`src/shared/amx_defines.svh`:
```
// constants for the mix, limiter and mode control word
`ifndef AMX_DEFINES_SVH
`define AMX_DEFINES_SVH
`define AMX_WORD_W      64
`define AMX_CNT_W       7
`define AMX_WORD_BITS   7'h40
`define AMX_ATK_LSB     36
`define AMX_ATK_MSB     39
`define AMX_REL_LSB     40
`define AMX_REL_MSB     43
`define AMX_MIX_LSB     46
`define AMX_MIX_MSB     49
`define AMX_BRIDGE_BIT  50
`define AMX_HTRIM_LSB   51
`define AMX_HTRIM_MSB   55
`define AMX_LTRIM_LSB   56
`define AMX_LTRIM_MSB   60
`define AMX_LOWPWR_BIT  61
`define AMX_SPEED_BIT   62
`define AMX_MOD_BIT     63
`define AMX_ATK_RST     4'h2
`define AMX_REL_RST     4'hA
`define AMX_MIX_RST     4'h9
`define AMX_HTRIM_RST   5'h10
`define AMX_LTRIM_RST   5'h00
`define AMX_LTRIM_MAX   5'h08
`define AMX_HTRIM_MIN   5'h08
`define AMX_HTRIM_MAX   5'h10
`define AMX_ATK_MAXCODE 4'h8
`define AMX_REL_BASE    20'h00010
`define AMX_PER_W       20
`define AMX_ATT_W       8
`define AMX_ATT_MAX     8'hBE
`define AMX_SW          24
`define AMX_SRC_MUTE    2'h0
`define AMX_SRC_RIGHT   2'h1
`define AMX_SRC_LEFT    2'h2
`define AMX_SRC_AVG     2'h3
`define AMX_HALF_CYC    4'h4
`endif

```
`src/shared/amx_pkg.sv`:
```
// types for the two ends of the control link: amplifier mode and host sender state
package amx_pkg;
    typedef enum logic [1:0] {
        AMX_MODE_SCHEME1_SLOW = 2'h0,
        AMX_MODE_SCHEME1_FAST = 2'h1,
        AMX_MODE_SCHEME2      = 2'h2,
        AMX_MODE_RESERVED     = 2'h3
    } amx_mode_t;
    typedef enum logic [1:0] {
        AMX_H_IDLE = 2'h0,
        AMX_H_LOW  = 2'h1,
        AMX_H_HIGH = 2'h3,
        AMX_H_END  = 2'h2
    } amx_hstate_t;
endpackage

```
`src/shared/amx_link_if.sv`:
```
// 3-wire serial control link between host and amplifier
`timescale 1ns/1ps
interface amx_link_if;
    logic sclk;
    logic sdata;
    logic cs_n;
    modport host (output sclk, output sdata, output cs_n);
    modport dev  (input sclk, input sdata, input cs_n);
endinterface

```
`src/hw/amx_device.sv`:
```
// amplifier end: control word receiver, mix matrix, limiter and mode decode
`timescale 1ns/1ps
`include "amx_defines.svh"
// Functional notes
// - attack code sets periods 1 to 16384
// - attack code resets to 0010, 4 periods
// - recovery code bits 40-43, doubling per code
// - recovery 0001=32 up to 1111=524288
// - recovery code resets to 1010, 16384
// - mix code bits 46-49, per channel source
// - upper mix bits pick left output
// - lower mix bits pick right output
// - mix code resets to 1001, straight
// - bit 50 gates output bridge drive
// - bridge drive off after reset
// - host enables bridge once power safe
// - host keeps low trim 00000-01000
// - host keeps high trim 01000-10000
// - bit 61 low power, gates silence
// - bit 62 speed, bit 63 scheme
// - decode speed and scheme to mode
// - host prefers second scheme, low speed
// - attack code bits 36-39, quadrupling
module amx_device (
    input  wire logic                    clk,
    input  wire logic                    nrst,
    amx_link_if.dev                      link,
    input  wire logic signed [`AMX_SW-1:0] in_left,
    input  wire logic signed [`AMX_SW-1:0] in_right,
    input  wire logic                    sample_tick,
    input  wire logic                    clip_detect,
    output logic signed [`AMX_SW-1:0]    out_left,
    output logic signed [`AMX_SW-1:0]    out_right,
    output logic [`AMX_ATT_W-1:0]        limit_atten,
    output logic                         bridge_on,
    output logic                         idle_power_save,
    output logic                         digital_silence,
    output logic                         high_speed,
    output logic                         mod_scheme2,
    output amx_pkg::amx_mode_t           pwm_mode,
    output logic [4:0]                   low_trim,
    output logic [4:0]                   high_trim,
    output logic [3:0]                   source_mix_code
);
    // word clock periods per step for an attack code
    function automatic logic [`AMX_PER_W-1:0] attack_period(input logic [3:0] code);
        logic [3:0] c;
        c = code;
        if (c > `AMX_ATK_MAXCODE)
            c = `AMX_ATK_MAXCODE;
        if (c == 4'h0)
            c = 4'h1;
        attack_period = `AMX_PER_W'(1) << (5'(c - 4'h1) * 5'h2);
    endfunction

    function automatic logic [`AMX_PER_W-1:0] release_period(input logic [3:0] code);
        release_period = `AMX_REL_BASE << code;
    endfunction

    function automatic logic signed [`AMX_SW-1:0] pick_src(
        input logic [1:0] sel,
        input logic signed [`AMX_SW-1:0] l,
        input logic signed [`AMX_SW-1:0] r);
        logic signed [`AMX_SW:0] sum;
        sum = {l[`AMX_SW-1], l} + {r[`AMX_SW-1], r};
        unique case (sel)
            `AMX_SRC_MUTE:  pick_src = '0;
            `AMX_SRC_RIGHT: pick_src = r;
            `AMX_SRC_LEFT:  pick_src = l;
            `AMX_SRC_AVG:   pick_src = sum[`AMX_SW:1];
        endcase
    endfunction

    // serial receiver
    logic [`AMX_WORD_W-1:0] shift_reg, shift_next;
    logic [`AMX_CNT_W-1:0]  cnt_reg, cnt_next;
    logic                   sclk_reg, cs_reg;
    logic [3:0]             atk_reg, atk_next;
    logic [3:0]             rel_reg, rel_next;
    logic [3:0]             mix_reg, mix_next;
    logic                   bridge_reg, bridge_next;
    logic [4:0]             htrim_reg, htrim_next;
    logic [4:0]             ltrim_reg, ltrim_next;
    logic                   lowpwr_reg, lowpwr_next;
    logic                   speed_reg, speed_next;
    logic                   mod_reg, mod_next;

    always_comb begin
        shift_next  = shift_reg;
        cnt_next    = cnt_reg;
        atk_next    = atk_reg;
        rel_next    = rel_reg;
        mix_next    = mix_reg;
        bridge_next = bridge_reg;
        htrim_next  = htrim_reg;
        ltrim_next  = ltrim_reg;
        lowpwr_next = lowpwr_reg;
        speed_next  = speed_reg;
        mod_next    = mod_reg;
        if (!link.cs_n) begin
            // msb first; the first bit past a full word is counted and voids the frame, later bits are dropped
            if (link.sclk && !sclk_reg && cnt_reg <= `AMX_WORD_BITS) begin
                shift_next = {shift_reg[`AMX_WORD_W-2:0], link.sdata};
                cnt_next   = cnt_reg + `AMX_CNT_W'(1);
            end
        end else begin
            cnt_next = '0;
            // a short or long frame leaves every field untouched
            if (!cs_reg && cnt_reg == `AMX_WORD_BITS) begin
                atk_next    = shift_reg[`AMX_ATK_MSB:`AMX_ATK_LSB];
                rel_next    = shift_reg[`AMX_REL_MSB:`AMX_REL_LSB];
                mix_next    = shift_reg[`AMX_MIX_MSB:`AMX_MIX_LSB];
                bridge_next = shift_reg[`AMX_BRIDGE_BIT];
                htrim_next  = shift_reg[`AMX_HTRIM_MSB:`AMX_HTRIM_LSB];
                ltrim_next  = shift_reg[`AMX_LTRIM_MSB:`AMX_LTRIM_LSB];
                lowpwr_next = shift_reg[`AMX_LOWPWR_BIT];
                speed_next  = shift_reg[`AMX_SPEED_BIT];
                mod_next    = shift_reg[`AMX_MOD_BIT];
            end
        end
    end

    always_ff @(posedge clk or negedge nrst) begin
        if (!nrst) begin
            shift_reg  <= '0;
            cnt_reg    <= '0;
            sclk_reg   <= 1'b0;
            cs_reg     <= 1'b1;
            atk_reg    <= `AMX_ATK_RST;
            rel_reg    <= `AMX_REL_RST;
            mix_reg    <= `AMX_MIX_RST;
            bridge_reg <= 1'b0;
            htrim_reg  <= `AMX_HTRIM_RST;
            ltrim_reg  <= `AMX_LTRIM_RST;
            lowpwr_reg <= 1'b0;
            speed_reg  <= 1'b0;
            mod_reg    <= 1'b0;
        end else begin
            shift_reg  <= shift_next;
            cnt_reg    <= cnt_next;
            sclk_reg   <= link.sclk;
            cs_reg     <= link.cs_n;
            atk_reg    <= atk_next;
            rel_reg    <= rel_next;
            mix_reg    <= mix_next;
            bridge_reg <= bridge_next;
            htrim_reg  <= htrim_next;
            ltrim_reg  <= ltrim_next;
            lowpwr_reg <= lowpwr_next;
            speed_reg  <= speed_next;
            mod_reg    <= mod_next;
        end
    end

    // limiter: attack while clipping, release otherwise
    logic [`AMX_ATT_W-1:0] att_reg, att_next;
    logic [`AMX_PER_W-1:0] tick_reg, tick_next;
    logic                  dir_reg, dir_next;
    logic [`AMX_PER_W-1:0] period;

    always_comb begin
        att_next  = att_reg;
        tick_next = tick_reg;
        dir_next  = clip_detect;
        period    = clip_detect ? attack_period(atk_reg) : release_period(rel_reg);
        if (dir_reg != clip_detect) begin
            // restart the wait so a direction change never takes a short step
            tick_next = '0;
        end else if (sample_tick) begin
            if (tick_reg >= period - `AMX_PER_W'(1)) begin
                tick_next = '0;
                if (clip_detect && att_reg < `AMX_ATT_MAX)
                    att_next = att_reg + `AMX_ATT_W'(1);
                else if (!clip_detect && att_reg != '0)
                    att_next = att_reg - `AMX_ATT_W'(1);
            end else begin
                tick_next = tick_reg + `AMX_PER_W'(1);
            end
        end
    end

    always_ff @(posedge clk or negedge nrst) begin
        if (!nrst) begin
            att_reg  <= '0;
            tick_reg <= '0;
            dir_reg  <= 1'b0;
        end else begin
            att_reg  <= att_next;
            tick_reg <= tick_next;
            dir_reg  <= dir_next;
        end
    end

    // mix matrix and status outputs
    logic signed [`AMX_SW-1:0] ol_next, or_next;
    logic                      silence_next;
    amx_pkg::amx_mode_t        mode_next;

    always_comb begin
        ol_next = out_left;
        or_next = out_right;
        if (sample_tick) begin
            ol_next = pick_src(mix_reg[3:2], in_left, in_right);
            or_next = pick_src(mix_reg[1:0], in_left, in_right);
        end
        silence_next = lowpwr_reg && in_left == '0 && in_right == '0;
        unique case ({mod_reg, speed_reg})
            2'h0:    mode_next = amx_pkg::AMX_MODE_SCHEME1_SLOW;
            2'h1:    mode_next = amx_pkg::AMX_MODE_SCHEME1_FAST;
            2'h2:    mode_next = amx_pkg::AMX_MODE_SCHEME2;
            2'h3:    mode_next = amx_pkg::AMX_MODE_RESERVED;
        endcase
    end

    always_ff @(posedge clk or negedge nrst) begin
        if (!nrst) begin
            out_left        <= '0;
            out_right       <= '0;
            digital_silence <= 1'b0;
            pwm_mode        <= amx_pkg::AMX_MODE_SCHEME1_SLOW;
            limit_atten     <= '0;
            bridge_on       <= 1'b0;
            idle_power_save <= 1'b0;
            high_speed      <= 1'b0;
            mod_scheme2     <= 1'b0;
            low_trim        <= `AMX_LTRIM_RST;
            high_trim       <= `AMX_HTRIM_RST;
            source_mix_code <= `AMX_MIX_RST;
        end else begin
            out_left        <= ol_next;
            out_right       <= or_next;
            digital_silence <= silence_next;
            pwm_mode        <= mode_next;
            limit_atten     <= att_reg;
            bridge_on       <= bridge_reg;
            idle_power_save <= lowpwr_reg;
            high_speed      <= speed_reg;
            mod_scheme2     <= mod_reg;
            low_trim        <= ltrim_reg;
            high_trim       <= htrim_reg;
            source_mix_code <= mix_reg;
        end
    end
endmodule // amx_device

```
`src/flat_wrapper.sv`:
```
// flat-port wrapper written by rule: the top's interface ports become plain ports
module amx_device_flat 
  (clk, nrst, in_left, in_right, sample_tick, clip_detect, out_left, out_right, limit_atten, bridge_on, idle_power_save, digital_silence, high_speed, mod_scheme2, pwm_mode, low_trim, high_trim, source_mix_code, link_sclk, link_sdata, link_cs_n);
  amx_link_if link_i ();
  input  wire logic clk;
  input  wire logic nrst;
  input  wire logic signed [`AMX_SW-1:0] in_left;
  input  wire logic signed [`AMX_SW-1:0] in_right;
  input  wire logic sample_tick;
  input  wire logic clip_detect;
  output logic signed [`AMX_SW-1:0] out_left;
  output logic signed [`AMX_SW-1:0] out_right;
  output logic [`AMX_ATT_W-1:0] limit_atten;
  output logic bridge_on;
  output logic idle_power_save;
  output logic digital_silence;
  output logic high_speed;
  output logic mod_scheme2;
  output amx_pkg::amx_mode_t pwm_mode;
  output logic [4:0] low_trim;
  output logic [4:0] high_trim;
  output logic [3:0] source_mix_code;
  input wire logic [$bits(link_i.sclk)-1:0] link_sclk;
  input wire logic [$bits(link_i.sdata)-1:0] link_sdata;
  input wire logic [$bits(link_i.cs_n)-1:0] link_cs_n;
  assign link_i.sclk = link_sclk;
  assign link_i.sdata = link_sdata;
  assign link_i.cs_n = link_cs_n;
  amx_device u_core (.clk(clk), .nrst(nrst), .link(link_i), .in_left(in_left), .in_right(in_right), .sample_tick(sample_tick), .clip_detect(clip_detect), .out_left(out_left), .out_right(out_right), .limit_atten(limit_atten), .bridge_on(bridge_on), .idle_power_save(idle_power_save), .digital_silence(digital_silence), .high_speed(high_speed), .mod_scheme2(mod_scheme2), .pwm_mode(pwm_mode), .low_trim(low_trim), .high_trim(high_trim), .source_mix_code(source_mix_code));
endmodule
```
`config.mk`:
```
export PLATFORM = sky130hd
export DESIGN_NAME = amx_device_flat
export DESIGN_NICKNAME = d
export VERILOG_FILES = /design/src/shared/amx_pkg.sv /design/src/shared/amx_link_if.sv /design/src/hw/amx_device.sv /design/src/flat_wrapper.sv
export VERILOG_INCLUDE_DIRS = /design/src /design/src/shared
export SDC_FILE = /design/constraint.sdc
export NUM_CORES = 1
export LEC_CHECK = 0
export BUFFER_PORTS_ARGS = -buffer_cell sky130_fd_sc_hd__buf_4
export CAP_MARGIN = 15
export CORE_ASPECT_RATIO = 1.25
export CORE_MARGIN = 1.5
export CORE_UTILIZATION = 53
export CTS_BUF_LIST = sky130_fd_sc_hd__clkbuf_4 sky130_fd_sc_hd__clkbuf_8 sky130_fd_sc_hd__clkbuf_16
export CTS_CLUSTER_DIAMETER = 50
export DETAILED_ROUTE_END_ITERATION = 12
export PLACE_DENSITY = 0.89
export SYNTH_ARGS = -nofsm -noshare
export SYNTH_HDL_FRONTEND = slang
export SYNTH_SLANG_ARGS = --single-unit
```
`constraint.sdc`:
```
create_clock -name clk -period 4.09 [get_ports clk]
set_input_delay 0.409 -clock clk [delete_from_list [all_inputs] [get_ports clk]]
set_output_delay 0.409 -clock clk [all_outputs]
set_load 0.01 [all_outputs]
```
==> flow_summary.json, run 1 <==
{
  "cts_tree": "yes",
  "syn_avg_cell_area_um2": 10.5,
  "antenna_found_initial": 0,
  "synth_area_mm2": 0.0110,
  "worstSkewPairLatency_ns": 0.51,
  "leakage_uw": 0.00619,
  "clock_skew_ns": 0.0190,
  "cts_buffer_depth": 3,
  "synth_top_family_by_area": "compound AO/OA/AOI/OAI gates",
  "path_max_fanout": 8,
  "critical_path_arrival_ns": 4.23,
  "die_y_um": 164,
  "crit_path_end_kind": "flip-flop",
  "grt_first_pass_wirelength_mm": 43.7,
  "holdWs_ns": -0.0447,
  "dr.first_iter.drc_count": 488,
  "synthXorXnorAreaFrac": 0.0415,
  "cts_buffers": 22,
  "synth-compound-area-share": 0.140,
  "power_uw": 4820,
  "diodes": 0,
  "power.density_mw_per_mm2": 372,
  "num_vias": 8698,
  "postSynthCellCount": 1041,
  "gp_congestion": 0.904,
  "final.min_clock_period_ns": 3.83,
  "wirelength_mm": 26.7,
  "ys.warnings.count": 0,
  "grt_start_max_net_pins": 102,
  "start_util": 0.542,
  "maxCapViolations": 0,
  "track_usage": 0.249,
  "num_io_pins": 132,
  "setup_viol": 0,
  "cp_data_required_time_ns": 4.49,
  "wl_per_cell_um": 18.4,
  "final.setup.tns_ns": 0,
  "maxSlewViolCount": 0,
  "num_rows": 58,
  "ys.flop_type": "dfrtp_1",
  "dp.final_hpwl_mm": 18.7,
  "portBuffers": 131,
  "yosysSeqAreaShare": 0.469,
  "period_share": 0.936,
  "cts-htree-levels": 1,
  "fmaxAchievable_mhz": 261,
  "outcome": "finished, violations left",
  "violations": "hold timing",
  "synth_adder_area_share": 0.0641,
  "synth_seq_cells": 205,
  "layout.nets": 1273,
  "synth-edff-count": 0,
  "synth_simple_gate_area_frac": 0.134,
  "route.detailed.drc": 0,
  "hold_path_class": "in2async",
  "fillerInstances": 1556,
  "first_pass_iters": 5,
  "clock_sinks": 205,
  "ir_drop_uv": 365,
  "grt_pass1_vias": 8748,
  "detail_route.vias_per_cell": 6.00,
  "synth.distinct_cells": 72,
  "worst_slew_pin_slew_ns": 1.08,
  "path_class": "reg2reg",
  "die_x_um": 132,
  "drive_gt1_frac": 0.279,
  "max_slew_margin": 0.277,
  "cts_root_buf": "clkbuf_16",
  "largest_reg_flops": 64,
  "clkSlewWorstSetupHoldPaths_ns": 0.06,
  "synthesis.nets": 1151,
  "ant_nets": 0,
  "async_flop_share": 1.00,
  "synth.area.mux_share": 0.118,
  "design.core.area_mm2": 0.0202,
  "area_growth_pct": 18.1,
  "overflow": 0,
  "die_area_mm2": 0.0216,
  "hold_violations": 17,
  "worstSetupStartpointType": "flip-flop"
}
## cells by family after synthesis
kind of cell	after synthesis
adders and majority gates	55
DFF	205
and+or+nand+nor	306
AOI/OAI and AO/OA	234
muxes	116
xor gates and xnor gates	52
buffers and inverters	73
## metal layers
metal	wire length [um]	track usage	vias up
met5	0	0	-
met4	1080	0.111	0
met3	1720	0.0417	88
met2	13200	0.433	338
met1	10700	0.306	4242
li1	-	-	4030
## cells in the final DEF, fill, tap and decap left out, types with 30 or more instances in the layout
cell and count:
dfrtp_1 195, buf_4 152, nor2_1 122, mux2_2 108, a21oi_1 80, nand2_1 57
ha_1 53, o21ai_0 33, xor2_1 30, a221oi_1 30
## metrics by stage
step / utilization / worst slack (ns) / hold slack, ns / area [um2] / cells
after floorplan: - / 0.282 / 0.113 / 11000 / 1041
after global placement: 0.600 / 0.154 / 0.354 / 12100 / 1403
after detailed placement: 0.600 / 0.0616 / 0.357 / 12100 / 1403
after CTS: 0.637 / 0.170 / 0.000200 / 12900 / 1444
after global routing: 0.640 / -0.0194 / 0.0143 / 13000 / 1449
final: 0.640 / 0.263 / -0.0447 / 13000 / 1449
## where the power goes
part	internal (uW)	switching (uW)
Clock	1190	818
Sequential	2110	50.3
Combinational	282	367
## synth_stat cells, types with 3 or more instances
library cell / number / area share
ha_1: 53 / 0.060
nand3_1: 20 / 0.0091
a211oi_1: 5 / 0.0034
nor2_1: 123 / 0.042
a21oi_1: 80 / 0.036
xor2_1: 30 / 0.024
a21o_1: 18 / 0.012
o21a_1: 6 / 0.0041
nand2_1: 57 / 0.020
nand4_1: 18 / 0.010
inv_1: 16 / 0.0055
o211ai_1: 4 / 0.0027
mux2_2: 108 / 0.11
a221oi_1: 30 / 0.024
nor4_1: 14 / 0.0080
and3_1: 9 / 0.0051
o22ai_1: 12 / 0.0068
buf_1: 4 / 0.0014
and2_1: 5 / 0.0029
dfrtp_1: 195 / 0.44
nor2b_1: 12 / 0.0068
buf_4: 9 / 0.0062
xnor2_1: 22 / 0.018
a222oi_1: 3 / 0.0027
nand2b_1: 13 / 0.0074
clkbuf_1: 28 / 0.0096
buf_6: 3 / 0.0031
nor3_1: 15 / 0.0068
o21ai_0: 33 / 0.015
dfstp_2: 10 / 0.024
mux2i_1: 8 / 0.0073
and4_1: 4 / 0.0032
a31oi_1: 13 / 0.0074
buf_2: 9 / 0.0041
## timing repair
action                     CTS  global route
setup buffers                0             4
resized for setup            0             2
hold buffers                 1             0
setup endpoints to repair    0             9
hold endpoints to repair     1             0
## path summary, 6_finish.rpt
check                           depth (start not counted)  slack [ns]                start            endpoint
worst max-delay path                                   17        0.26    u_core.atk_reg[1]   u_core.att_reg[5]
min in group clk                                        1        0.07            link_cs_n       u_core.cs_reg
worst min register to register                          0        0.37  u_core.ltrim_reg[3]  u_core.low_trim[3]
worst min-delay path                                    1       -0.04                 nrst  u_core.out_left[3]
worst max register to register                         17        0.26    u_core.atk_reg[1]   u_core.att_reg[5]
max in group asynchronous                               2        3.12                 nrst       u_core.cs_reg
## cell type report
| type | instances | area, um2 | area share |
|---|---|---|---|
| clock inverter | 9 | 98.8 | 0.00763 |
| tap | 270 | 338 | 0.0261 |
| inverter | 17 | 63.8 | 0.00493 |
| multi-input combinational | 763 | 5490 | 0.424 |
| sequential | 205 | 5140 | 0.397 |
| timing repair buffer | 154 | 1160 | 0.0899 |
| clock buffer | 31 | 656 | 0.0506 |
## critical path, cell delays in order (launching register included)
cell and delay [ns]:
dfstp_2 0.57, nand2b_1 0.17, ha_1 0.16, inv_1 0.07, a21oi_1 0.11, o21ai_1 0.10, a211oi_2 0.24, nand2_1 0.16
mux2_2 0.29, nor2_1 0.09, nor3_1 0.07, ha_1 0.27, nand2_1 0.04, nor2_1 0.13, nand2_1 0.10, o31ai_4 0.31
nor3b_4 0.45, mux2_2 0.39
Note: power is estimated with default switching activity, not from simulation.
==> run 2, diff against run 1 <==
Settings changed: ABC_AREA from default to 1, CORE_UTILIZATION 53 to 54.
==> flow_summary.json, run 2 <==
{
  "drive_gt1_frac": 0.146,
  "cts_buffer_depth": 3,
  "placed_area_mm2": 0.0135,
  "largest_reg_flops": 64,
  "crit_path_end_kind": "flip-flop",
  "maxSlewViolCount": 0,
  "ys.warnings.count": 0,
  "rsz0062_at_grt": "false",
  "portBuffers": 131,
  "num_rows": 61,
  "crit_chain": "inv_1, nand2_1, nand2_2, nand3_2, inv_2, nand2_1, ha_1, nand4_2, nor2_2, nand2_1, and2_1, ha_1, a21oi_1, o21ai_1, a21oi_2, nand4_4, nor2_1, nand3_1, nand2_1",
  "path_common_cell": "nand2_1",
  "cp_slowest_cell": "dfstp_2",
  "cts-htree-levels": 1,
  "post_cts_buffers": 0,
  "ctsHoldBuffers": 2,
  "num_vias": 11200,
  "synthesis.nets": 1778,
  "synth.most_common_cell": "nand2_1",
  "clock_sinks": 205,
  "track_usage": 0.278,
  "wirelength_mm": 32.5,
  "final.min_clock_period_ns": 3.50,
  "leakage_uw": 0.00759,
  "post-synth-top-area-cell": "dfrtp_1",
  "dr.first_iter.drc_count": 790,
  "worstSetupStartpointType": "flip-flop",
  "critical_path_arrival_ns": 3.97,
  "syn_avg_cell_area_um2": 7.40,
  "ant_nets": 0,
  "critPathBufInv": 2,
  "final_area_mm2": 0.0142,
  "final.setup.tns_ns": 0,
  "die_x_um": 138,
  "yosysSeqAreaShare": 0.416,
  "design.core.area_mm2": 0.0224,
  "max_slew_margin": 0.354,
  "cts-resized-gates": 0,
  "gp_congestion": 0.961,
  "synth.distinct_cells": 57,
  "grt_first_pass_wirelength_mm": 54.2,
  "synth.area.top_cells": "dfrtp_1 40%, nand2_1 17%, inv_1 6.8%",
  "fmaxAchievable_mhz": 286,
  "worstSkewPairLatency_ns": 0.53,
  "synth_area_mm2": 0.0124,
  "synthTopCellsByCount": "571 x nand2_1, 225 x inv_1, 195 x dfrtp_1, 99 x nand3_1, 94 x nor2_1",
  "diodes": 0,
  "hold_path_class": "in2reg",
  "fillerInstances": 1921,
  "cts_root_buf": "clkbuf_16",
  "async_flop_share": 1.00,
  "worst_slew_pin_slew_ns": 0.968,
  "clkSlewWorstSetupHoldPaths_ns": 0.07,
  "ir_drop_uv": 398,
  "worstHoldStart": "link_cs_n",
  "wl_per_cell_um": 15.6,
  "final_common_cell": "nand2_1",
  "area_growth_pct": 15.2,
  "die_y_um": 172,
  "postSynthCellCount": 1668,
  "cts_buffers": 23,
  "cp_data_required_time_ns": 4.56,
  "detail_route.vias_per_cell": 5.39,
  "synth_top_cell_area_share": 0.395,
  "ys.flop_type": "dfrtp_1",
  "synth_seq_cells": 205,
  "critPathMaxStageDelay_ns": 0.56,
  "crit_path_start": "u_core.atk_reg[1]",
  "clock_skew_ns": 0.0106,
  "holdWs_ns": 0.0180,
  "setup_viol": 0,
  "maxCapViolations": 0,
  "mostFrequentLayoutCells": "571 x nand2_1, 225 x inv_1, 195 x dfrtp_1",
  "synth-edff-count": 0,
  "fin_ws_ns": 0.592,
  "first_pass_iters": 5,
  "dp.final_hpwl_mm": 23.9,
  "num_io_pins": 132,
  "hold_violations": 0,
  "antenna_found_initial": 0,
  "power.density_mw_per_mm2": 388,
  "power_uw": 5520,
  "critical-path-top-delay-family": "simple AND/OR/NAND/NOR gates",
  "cts_tree": "yes",
  "route.detailed.drc": 0,
  "grt_pass1_vias": 11100,
  "outcome": "completed",
  "overflow": 0,
  "grt_start_max_net_pins": 107,
  "pre_cts_slack_ns": 0.657,
  "path_max_fanout": 16,
  "r2r-start": "u_core.atk_reg[1]",
  "period_share": 0.855,
  "start_util": 0.552,
  "path_class": "reg2reg",
  "die_area_mm2": 0.0238,
  "layout.nets": 1892
}
==> run 2: power breakdown <==
group / switching (uW) / total (uW) / internal, uW
clock: 888 / 2020 / 1130
sequential: 138 / 2400 / 2270
combinational: 693 / 1100 / 405
total: 1720 / 5520 / 3800
==> run 2: worst paths after layout <==
check	end	slack, ns	depth (start not counted)
min in group asynchronous	u_core.mod_reg	0.49	2
min reg2reg	u_core.high_trim[1]	0.37	0
min	u_core.cs_reg	0.02	1
max reg2reg	u_core.tick_reg[0]	0.59	19
max in group asynchronous	u_core.out_right[20]	2.55	3
max	u_core.tick_reg[0]	0.59	19
==> run 2: kinds of logic (layout without fill, tap and decap cells) <==
| group | Yosys count | count (layout) | synth area share |
|---|---|---|---|
| AND/OR/NAND/NOR | 875 | 875 | 0.310 |
| buffers and inverters | 295 | 425 | 0.0989 |
| AO/OA/AOI/OAI | 210 | 210 | 0.0965 |
| flip-flops | 205 | 205 | 0.416 |
| adder cells (fa/ha/maj) | 55 | 55 | 0.0569 |
| XOR/XNOR | 28 | 28 | 0.0214 |
==> run 2: layout make-up <==
class                   instances  area [um2]  area share
clock buffers                  27         631      0.0443
clock inverters                14         118     0.00827
multi-input cells            1168        5990       0.421
inverters                     244         926      0.0651
repair buffers                140        1060      0.0747
flip-flops and latches        205        5140       0.361
well taps                     283         354      0.0249
==> run 2: layer usage <==
layer,vias up,share of wire,global-route usage
met4,0,0.036,0.108
met5,-,0,0
li1,5532,-,-
met1,5221,0.41,0.341
met2,379,0.49,0.501
met3,80,0.066,0.0371
==> run 2: per-stage QoR <==
stage	instances	util
after floorplan	1668	-
after global placement	2038	0.602
after detailed placement	2038	0.602
after CTS	2081	0.636
after global routing	2081	0.636
final	2081	0.636
